$ cat src/logic/supervisor_cfg.svh
`ifndef SUPERVISOR_CFG_SVH
`define SUPERVISOR_CFG_SVH

// Register byte offsets
`define SUP_REG_RST_CAP   8'h00
`define SUP_REG_WD_CAP    8'h04
`define SUP_REG_CONFIG    8'h08
`define SUP_REG_STATUS    8'h0C

// Field positions
`define SUP_CFG_ACT_HIGH  0
`define SUP_ST_RESET      0
`define SUP_ST_UNDERV     1
`define SUP_ST_EXT_MODE   2
`define SUP_ST_WD_OFF     3
`define SUP_ST_WD_CAUSE   4
`define SUP_ST_FLOAT      5

// Reset values
`define SUP_RST_CAP_INIT  16'h05DC
`define SUP_WD_CAP_INIT   16'h05DC
`define SUP_CONFIG_INIT   1'b0

// Timing: 2.67 us per pF, clock period 5 ns
`define SUP_NS_PER_PF_X1000 2670000
`define SUP_CLK_PERIOD_PS   5000
`define SUP_CYC_PER_PF      (`SUP_NS_PER_PF_X1000 / `SUP_CLK_PERIOD_PS)
`define SUP_EXT_MULT        10'h1F4
`define SUP_FLOAT_PCT       7'h5E
`define SUP_PCT_FULL        7'h64

// AXI responses
`define SUP_RESP_OKAY     2'h0
`define SUP_RESP_SLVERR   2'h2

`endif

$ cat src/logic/supervisor_pkg.sv
package supervisor_pkg;
	typedef enum logic [1:0] {
		RST_RUN  = 2'b00,
		RST_LOW  = 2'b01,
		RST_HOLD = 2'b10
	} rst_state_t;
endpackage

$ cat src/logic/supervisor_reset_watchdog.sv
// Function
// RL1: Assert reset at once on undervoltage.
// RL2: Hold reset while level stays low.
// RL3: After recovery hold one reset timeout.
// RL4: Active-high variant inverts reset output.
// RL5: Reset timeout scales 2.67 us per pF.
// RL6: Watchdog period scales 2.67 us per pF.
// RL7: Zero watchdog capacitance disables watchdog.
// RL8: Extended mode multiplies period by 500.
// RL9: Mode select change clears watchdog timer.
// RL10: Any kick edge clears watchdog timer.
// RL11: Missing kick gives one reset-timeout pulse.
// RL12: Timer held clear while reset asserted.
// RL13: Floating kick in extended mode disables.
// RL14: Expiry and reset pulse repeat until kicked.
// RL15: Floating kick in extended mode pulses internally at 94 percent.
// RL16: One timing clock, inputs synchronised first.
// RL17: Kicks during reset pulse never shorten it.
`timescale 1ns/10ps
`include "supervisor_cfg.svh"

module supervisor_reset_watchdog
	import supervisor_pkg::*;
#(
	parameter int CNT_W      = 40,
	parameter int CYC_PER_PF = `SUP_CYC_PER_PF
) (
	// Clock and reset
	input  wire logic        aclk,
	input  wire logic        aresetn,
	// AXI4-Lite write address
	input  wire logic        s_axi_awvalid,
	output logic             s_axi_awready,
	input  wire logic [7:0]  s_axi_awaddr,
	// AXI4-Lite write data
	input  wire logic        s_axi_wvalid,
	output logic             s_axi_wready,
	input  wire logic [31:0] s_axi_wdata,
	input  wire logic [3:0]  s_axi_wstrb,
	// AXI4-Lite write response
	output logic             s_axi_bvalid,
	input  wire logic        s_axi_bready,
	output logic [1:0]       s_axi_bresp,
	// AXI4-Lite read address
	input  wire logic        s_axi_arvalid,
	output logic             s_axi_arready,
	input  wire logic [7:0]  s_axi_araddr,
	// AXI4-Lite read data
	output logic             s_axi_rvalid,
	input  wire logic        s_axi_rready,
	output logic [31:0]      s_axi_rdata,
	output logic [1:0]       s_axi_rresp,
	// Comparator and processor side
	input  wire logic        undervoltage,
	input  wire logic        watchdog_kick_input,
	input  wire logic        watchdog_kick_float,
	input  wire logic        watchdog_mode_select,
	output logic             supervised_reset
);

	function automatic logic [CNT_W-1:0] span(input logic [15:0] pf, input logic [9:0] mult);
		logic [CNT_W-1:0] cyc;
		cyc  = CNT_W'(pf) * CNT_W'(CYC_PER_PF);
		span = cyc * CNT_W'(mult);
	endfunction

	// Synchronisers: stage 1 feeds stage 2 only
	logic [3:0] sync1_ff;
	logic [3:0] sync2_ff;
	logic [3:0] sync3_ff;
	logic       uv_s;
	logic       mode_s;
	logic       float_s;
	logic       kick_edge;
	logic       mode_edge;

	always_ff @(posedge aclk) begin
		if (!aresetn) begin
			sync1_ff <= 4'h0;
			sync2_ff <= 4'h0;
			sync3_ff <= 4'h0;
		end else begin
			sync1_ff <= {watchdog_kick_float, watchdog_mode_select,
				watchdog_kick_input, undervoltage}; // [RL16]
			sync2_ff <= sync1_ff;
			sync3_ff <= sync2_ff;
		end
	end

	assign uv_s      = sync2_ff[0];
	assign mode_s    = sync2_ff[2];
	assign float_s   = sync2_ff[3];
	assign kick_edge = sync2_ff[1] ^ sync3_ff[1]; // [RL10]
	assign mode_edge = sync2_ff[2] ^ sync3_ff[2]; // [RL9]

	// Registers
	logic [15:0] rst_cap_ff;
	logic [15:0] wd_cap_ff;
	logic        act_high_ff;
	logic        wd_cause_ff;

	// Derived limits
	logic [CNT_W-1:0] rp_lim_ff;
	logic [CNT_W-1:0] wd_lim_ff;
	logic [CNT_W-1:0] float_lim_ff;
	logic             wd_off;

	always_ff @(posedge aclk) begin
		if (!aresetn) begin
			// Defaults so the power-up hold runs its full length
			rp_lim_ff    <= span(`SUP_RST_CAP_INIT, 10'h001);
			wd_lim_ff    <= span(`SUP_WD_CAP_INIT, 10'h001);
			float_lim_ff <= '0;
		end else begin
			rp_lim_ff    <= span(rst_cap_ff, 10'h001); // [RL5]
			wd_lim_ff    <= span(wd_cap_ff, mode_s ? `SUP_EXT_MULT : 10'h001); // [RL6] [RL8]
			float_lim_ff <= CNT_W'(((CNT_W+7)'(wd_lim_ff) * `SUP_FLOAT_PCT)
				/ `SUP_PCT_FULL); // [RL15]
		end
	end

	// Floating kick only disables in extended mode
	assign wd_off = (wd_cap_ff == 16'h0000) || (mode_s && float_s); // [RL7] [RL13]

	// Reset sequencer
	rst_state_t       rst_state_ff;
	rst_state_t       nxt_rst_state;
	logic [CNT_W-1:0] rst_cnt_ff;
	logic [CNT_W-1:0] wd_cnt_ff;
	logic             wd_expire;
	logic             float_pulse;
	logic             rst_active;

	assign rst_active  = (rst_state_ff != RST_RUN);
	assign wd_expire   = !wd_off && (wd_cnt_ff + CNT_W'(1) >= wd_lim_ff); // [RL11]
	assign float_pulse = mode_s && float_s && (wd_cnt_ff >= float_lim_ff); // [RL15]

	always_comb begin
		nxt_rst_state = rst_state_ff;
		case (rst_state_ff)
			RST_RUN: begin
				if (uv_s)
					nxt_rst_state = RST_LOW; // [RL1]
				else if (wd_expire)
					nxt_rst_state = RST_HOLD; // [RL11] [RL14]
			end
			RST_LOW: begin
				if (!uv_s)
					nxt_rst_state = RST_HOLD; // [RL2] [RL3]
			end
			RST_HOLD: begin
				if (uv_s)
					nxt_rst_state = RST_LOW; // [RL1]
				else if (rst_cnt_ff + CNT_W'(1) >= rp_lim_ff)
					nxt_rst_state = RST_RUN; // [RL3] [RL17]
			end
			default: nxt_rst_state = RST_LOW;
		endcase
	end

	always_ff @(posedge aclk) begin
		// Power-up counts one full timeout before release
		if (!aresetn)
			rst_state_ff <= RST_HOLD;
		else
			rst_state_ff <= nxt_rst_state;
	end

	// Reset timeout counter, ignores kicks
	// Restarts from zero on every entry to hold
	always_ff @(posedge aclk) begin
		if (!aresetn)
			rst_cnt_ff <= '0;
		else if (rst_state_ff != RST_HOLD || nxt_rst_state != RST_HOLD)
			rst_cnt_ff <= '0;
		else
			rst_cnt_ff <= rst_cnt_ff + CNT_W'(1); // [RL17]
	end

	// Watchdog timer; in extended mode a floating kick is held off by the internal pulse
	logic wd_clear;

	assign wd_clear = kick_edge || mode_edge || float_pulse || (wd_cap_ff == 16'h0000);

	always_ff @(posedge aclk) begin
		if (!aresetn)
			wd_cnt_ff <= '0;
		else if (rst_active || nxt_rst_state != RST_RUN)
			wd_cnt_ff <= '0; // [RL12]
		else if (wd_clear)
			wd_cnt_ff <= '0; // [RL9] [RL10] [RL15]
		else
			wd_cnt_ff <= wd_cnt_ff + CNT_W'(1);
	end

	// Cause of the latest reset
	always_ff @(posedge aclk) begin
		if (!aresetn)
			wd_cause_ff <= 1'b0;
		else if (rst_state_ff == RST_RUN && nxt_rst_state == RST_HOLD)
			wd_cause_ff <= 1'b1;
		else if (nxt_rst_state == RST_LOW)
			wd_cause_ff <= 1'b0;
	end

	// Output pin
	// Polarity follows the variant bit
	always_ff @(posedge aclk) begin
		if (!aresetn)
			supervised_reset <= 1'b0;
		else
			supervised_reset <= (nxt_rst_state != RST_RUN) ~^ act_high_ff; // [RL4]
	end

	// AXI4-Lite write path
	logic        aw_held_ff;
	logic        w_held_ff;
	logic [7:0]  aw_addr_ff;
	logic [31:0] w_data_ff;
	logic [3:0]  w_strb_ff;
	logic        do_write;

	// Lands once both halves are held and no response waits
	assign do_write = aw_held_ff && w_held_ff && !s_axi_bvalid;

	always_ff @(posedge aclk) begin
		if (!aresetn) begin
			aw_held_ff    <= 1'b0;
			aw_addr_ff    <= 8'h00;
			s_axi_awready <= 1'b0;
		end else begin
			s_axi_awready <= !aw_held_ff && !(s_axi_awvalid && s_axi_awready);
			if (s_axi_awvalid && s_axi_awready) begin
				aw_held_ff <= 1'b1;
				aw_addr_ff <= s_axi_awaddr;
			end else if (do_write) begin
				aw_held_ff <= 1'b0;
			end
		end
	end

	always_ff @(posedge aclk) begin
		if (!aresetn) begin
			w_held_ff    <= 1'b0;
			w_data_ff    <= 32'h0000_0000;
			w_strb_ff    <= 4'h0;
			s_axi_wready <= 1'b0;
		end else begin
			s_axi_wready <= !w_held_ff && !(s_axi_wvalid && s_axi_wready);
			if (s_axi_wvalid && s_axi_wready) begin
				w_held_ff <= 1'b1;
				w_data_ff <= s_axi_wdata;
				w_strb_ff <= s_axi_wstrb;
			end else if (do_write) begin
				w_held_ff <= 1'b0;
			end
		end
	end

	always_ff @(posedge aclk) begin
		if (!aresetn) begin
			s_axi_bvalid <= 1'b0;
			s_axi_bresp  <= `SUP_RESP_OKAY;
		end else if (do_write) begin
			s_axi_bvalid <= 1'b1;
			case (aw_addr_ff)
				`SUP_REG_RST_CAP, `SUP_REG_WD_CAP, `SUP_REG_CONFIG,
				`SUP_REG_STATUS: s_axi_bresp <= `SUP_RESP_OKAY;
				default:         s_axi_bresp <= `SUP_RESP_SLVERR;
			endcase
		end else if (s_axi_bready) begin
			s_axi_bvalid <= 1'b0;
		end
	end

	// Register storage
	always_ff @(posedge aclk) begin
		if (!aresetn) begin
			rst_cap_ff  <= `SUP_RST_CAP_INIT;
			wd_cap_ff   <= `SUP_WD_CAP_INIT;
			act_high_ff <= `SUP_CONFIG_INIT;
		end else if (do_write) begin
			case (aw_addr_ff)
				`SUP_REG_RST_CAP: begin
					if (w_strb_ff[0]) rst_cap_ff[7:0]  <= w_data_ff[7:0];
					if (w_strb_ff[1]) rst_cap_ff[15:8] <= w_data_ff[15:8];
				end
				`SUP_REG_WD_CAP: begin
					if (w_strb_ff[0]) wd_cap_ff[7:0]  <= w_data_ff[7:0];
					if (w_strb_ff[1]) wd_cap_ff[15:8] <= w_data_ff[15:8];
				end
				`SUP_REG_CONFIG: begin
					if (w_strb_ff[0])
						act_high_ff <= w_data_ff[`SUP_CFG_ACT_HIGH]; // [RL4]
				end
				default: ;
			endcase
		end
	end

	// AXI4-Lite read path
	// STATUS shows synchronised levels
	logic [31:0] status_word;

	always_comb begin
		status_word = 32'h0000_0000;
		status_word[`SUP_ST_RESET]    = rst_active;
		status_word[`SUP_ST_UNDERV]   = uv_s;
		status_word[`SUP_ST_EXT_MODE] = mode_s;
		status_word[`SUP_ST_WD_OFF]   = wd_off;
		status_word[`SUP_ST_WD_CAUSE] = wd_cause_ff;
		status_word[`SUP_ST_FLOAT]    = float_s;
	end

	always_ff @(posedge aclk) begin
		if (!aresetn) begin
			s_axi_arready <= 1'b0;
			s_axi_rvalid  <= 1'b0;
			s_axi_rdata   <= 32'h0000_0000;
			s_axi_rresp   <= `SUP_RESP_OKAY;
		end else begin
			s_axi_arready <= !s_axi_rvalid && !(s_axi_arvalid && s_axi_arready);
			if (s_axi_arvalid && s_axi_arready) begin
				s_axi_rvalid <= 1'b1;
				s_axi_rresp  <= `SUP_RESP_OKAY;
				case (s_axi_araddr)
					`SUP_REG_RST_CAP: s_axi_rdata <= {16'h0000, rst_cap_ff};
					`SUP_REG_WD_CAP:  s_axi_rdata <= {16'h0000, wd_cap_ff};
					`SUP_REG_CONFIG:  s_axi_rdata <= {31'h0, act_high_ff};
					`SUP_REG_STATUS:  s_axi_rdata <= status_word;
					default: begin
						s_axi_rdata <= 32'h0000_0000;
						s_axi_rresp <= `SUP_RESP_SLVERR;
					end
				endcase
			end else if (s_axi_rready) begin
				s_axi_rvalid <= 1'b0;
			end
		end
	end

endmodule

$ cat config.mk
export PLATFORM = sky130hd
export DESIGN_NAME = supervisor_reset_watchdog
export DESIGN_NICKNAME = d
export VERILOG_FILES = /design/src/logic/supervisor_pkg.sv /design/src/logic/supervisor_reset_watchdog.sv
export VERILOG_INCLUDE_DIRS = /design/src /design/src/logic
export SDC_FILE = /design/constraint.sdc
export NUM_CORES = 2
export LEC_CHECK = 0
export ABC_CLOCK_PERIOD_IN_PS = 52700
export BUFFER_PORTS_ARGS = -buffer_cell sky130_fd_sc_hd__clkbuf_2
export CORE_MARGIN = 4
export CORE_UTILIZATION = 70
export CTS_CLUSTER_DIAMETER = 30
export DETAILED_ROUTE_END_ITERATION = 6
export PLACE_DENSITY = 0.89
export SYNTH_ARGS = -nofsm -noshare
export SYNTH_HDL_FRONTEND = slang
export SYNTH_SLANG_ARGS = --single-unit
$ cat constraint.sdc
create_clock -name aclk -period 52.7 [get_ports aclk]
set_clock_uncertainty 0.2 [all_clocks]
set_input_delay 10.54 -clock aclk [delete_from_list [all_inputs] [get_ports aclk]]
set_output_delay 10.54 -clock aclk [all_outputs]
set_load 0.02 [all_outputs]
==> results.md <==
- H-tree depth: 2
- Post-CTS Hold Buffers: 0
- CP Class: flip-flop to flip-flop
- Synth Warn #: 0
- Via density: 6.570
- Area contributors post-synth: dfxtp_1 16%, fa_1 15%, ha_1 15%
- Total gr overflow: 0
- Top sig layer: met4
- First-pass GRT wire length: roughly 160000 um
- Post-synthesis cell type count: 158
- Met2 wire len: 45400 um
- Critical path arrival: between 20 and 30 ns
- CP Launch Type: flip-flop
- Synth Cell Area: 34430 sq um
- Async SR Flop Fraction: 0%
- Slew margin rel.: 30.04%
- Cell taking the most area after synthesis: dfxtp_1
- Fin crit share: around 56%
- Row cnt: a little over 80
- Slew @ Worst Pin: 1.046 ns
- Top achievable clock speed: 33.77 MHz
- CTS tree: done
- Critical path endpoint category: flip-flop
- Largest stage delay, worst path: 0.79 ns
- Initial antenna violation count: 0
- Predominant post-synthesis flop cell: dfxtp_1
- R2r setup slk: 23.09 ns
- Hold WC Path Type: flip-flop to flip-flop
- FILL cells: 3077
- Flip-flop and latch area: approximately 5500 sq um
- CP Data Required Time: approximately 53 ns
- Drt pass-1 iters: 6
- Number of global-route vias before repair: 31500
- Vias: 31310
- Seq/Total Area, Yosys: 15.93%
- Hold Vio Cnt, Final: 0
- Total GRT Usage: 34.84%
- Avg Cell Area, Syn: about 8.6 sq um
- Die area: 52800 sq um
- Core outline area: roughly 50000 sq um
- Area delta synth->final: 7.508%
- Minimum clock period: roughly 30 ns
- Endpoints failing setup: 0
- Multi-input gate area: between 20000 and 30000 sq um
- Post-Route Setup TNS: 0 ns
- Num CTS Buffers: 53
- # Post-CTS Setup Buffers: 0
- Final count of pins violating max slew: 0
- Status: complete, no violations
- Clock Tree Root: clkbuf_16
- Clock Latency Late Sink: approximately 0.61 ns
- Crit path max fanout: 13
- CTS clk-pin slew, worst paths: about 0.05 ns
- Clk sinks: 274
- Most numerous cell in the Yosys netlist: inv_1
- Routed length on met3: between 7000 and 8000 um
- DRT iter0 DRCs: approximately 2800
- WL/cell: around 20 um
- Mapped Cells: roughly 4000
- Post-detail-place hpwl: around 64000 um
- Routed wire length: between 90000 and 100000 um
- Top-area cell type share of the netlist area: 15.93%
- CP dominant cell by count: a21oi_1
- Largest net degree at the start of global routing: 52
- I/O pins: between 100 and 150
- CTS resizes: 0
- Final nets: between 4000 and 5000
- Share of post-route cells with drive strength above 1: under 10%
- DRC: 0
- Post-route ant nets: 0
- Number of synthesized flops with an enable pin: 0
- Max-cap violations: 0
- Metal-1 WL: 36280 um
- Flops & latches, synth: around 270
- Synth cell count leaders: 433 x inv_1, 407 x ha_1, 298 x nand2_1, 280 x a21oi_1, 274 x dfxtp_1
- Die height: roughly 230 um
- Die Span X: between 200 and 250 um
- Final RePlAce weighted congestion: approximately 1.0
- Initial Util: between 70 and 80%
- Crit-path slowest cell: a211oi_1
- Port bufs: between 60 and 70
- RSZ-0062 raised after global routing: false
- Max Root-Sink Buffers: 3
## layer usage
metal,global-route usage (%),up-vias
met1,42.26,15030
met2,59.53,1573
met5,0,-
met3,6.975,484
met4,16.79,0
li1,-,14220
## metrics by stage
step                      hold WS (ns)  setup slack [ns]  instance area (sq um)  std cells  utilization [%]
after global placement          0.2148             24.04                  35160       4665            72.12
after floorplan                 0.2119             28.19                  34630       4046                -
after detailed placement        0.2177             23.73                  35160       4665            72.12
final                           0.2285             23.09                  37020       4765            75.93
after CTS                       0.2293             23.56                  37010       4764            75.93
after global routing            0.2348             21.30                  37010       4764            75.93
## flip-flops by register name (all words and copies together), names as in the netlist, 16 cells and up
register      flops
rst_cnt_ff       40
wd_cnt_ff        40
float_lim_ff     37
wd_lim_ff        34
rp_lim_ff        25
rst_cap_ff       16
s_axi_rdata      16
w_data_ff        16
wd_cap_ff        16
## logic make-up (layout without fill, tap and decap cells)
logic type,count (synthesis),count (layout),synth area share (%)
fa+ha+maj,667,667,29.76
flops,274,274,15.93
xor+xnor,217,217,5.738
other cells,2,57,0.02181
buf+inv,559,613,6.883
compound gates,1041,1041,22.16
simple gates,1162,1162,17.25
mux,70,70,2.249
## cells in the final DEF (no fill, tap or decap), types with 13 or more instances in the layout
cell       Yosys  layout
and3_1        56      56
xor2_1        59      59
o2111ai_1     18      17
nand4_1       39      39
o31ai_1       15      15
o21bai_1      41      41
a211o_1       13      13
dfxtp_1      274     274
clkbuf_16      0      54
ha_1         407     407
a21oi_1      280     280
nand2b_1      52      52
nor2_1       240     240
clkbuf_2       0      68
a211oi_1      27      27
fa_1         255     255
a21o_1        85      85
conb_1         2      56
o21ai_1       26      26
o211ai_1      42      42
nor3_1        81      81
or3_1         21      21
xnor2_1      152     152
nor2b_1      105     105
o22ai_1       16      16
mux2i_1       46      46
nand3_1       98      98
nor4_1        17      17
a22oi_1       13      13
inv_1        433     433
o21ai_0      136     136
and2_1        57      57
a31oi_1       31      31
nand2_1      298     298
o21a_1        31      31
## cell type report
class | count | share of cell area (%)
flip-flops and latches | 274 | 14.82
clock inverters | 28 | 0.9431
inverters | 435 | 4.418
diodes | 1 | 0.006760
clock buffers | 71 | 4.066
repair buffers | 79 | 1.143
well taps | 664 | 2.244
multi-input cells | 3213 | 72.36
## critical path, delay by kind of cell (launching register included)
family / cells / cell delay [ns]
AO/OA/AOI/OAI: 56 / 18.83
multiplexers: 8 / 3.42
AND/OR/NAND/NOR: 12 / 3.40
adder cells (fa/ha/maj): 4 / 1.99
XOR/XNOR: 3 / 0.91
flip-flops: 1 / 0.53
buffers and inverters: 3 / 0.22
## worst paths after layout
path | from | endpoint | depth (start not counted)
max | wd_lim_ff[9] | float_lim_ff[0] | 86
min | sync1_ff[3] | sync2_ff[3] | 1
max reg2reg | wd_lim_ff[9] | float_lim_ff[0] | 86
min reg2reg | sync1_ff[3] | sync2_ff[3] | 1
Power is left out: the tool's default activity adds up to more than one toggle a clock period on the data nets, which glitch-free logic cannot reach.
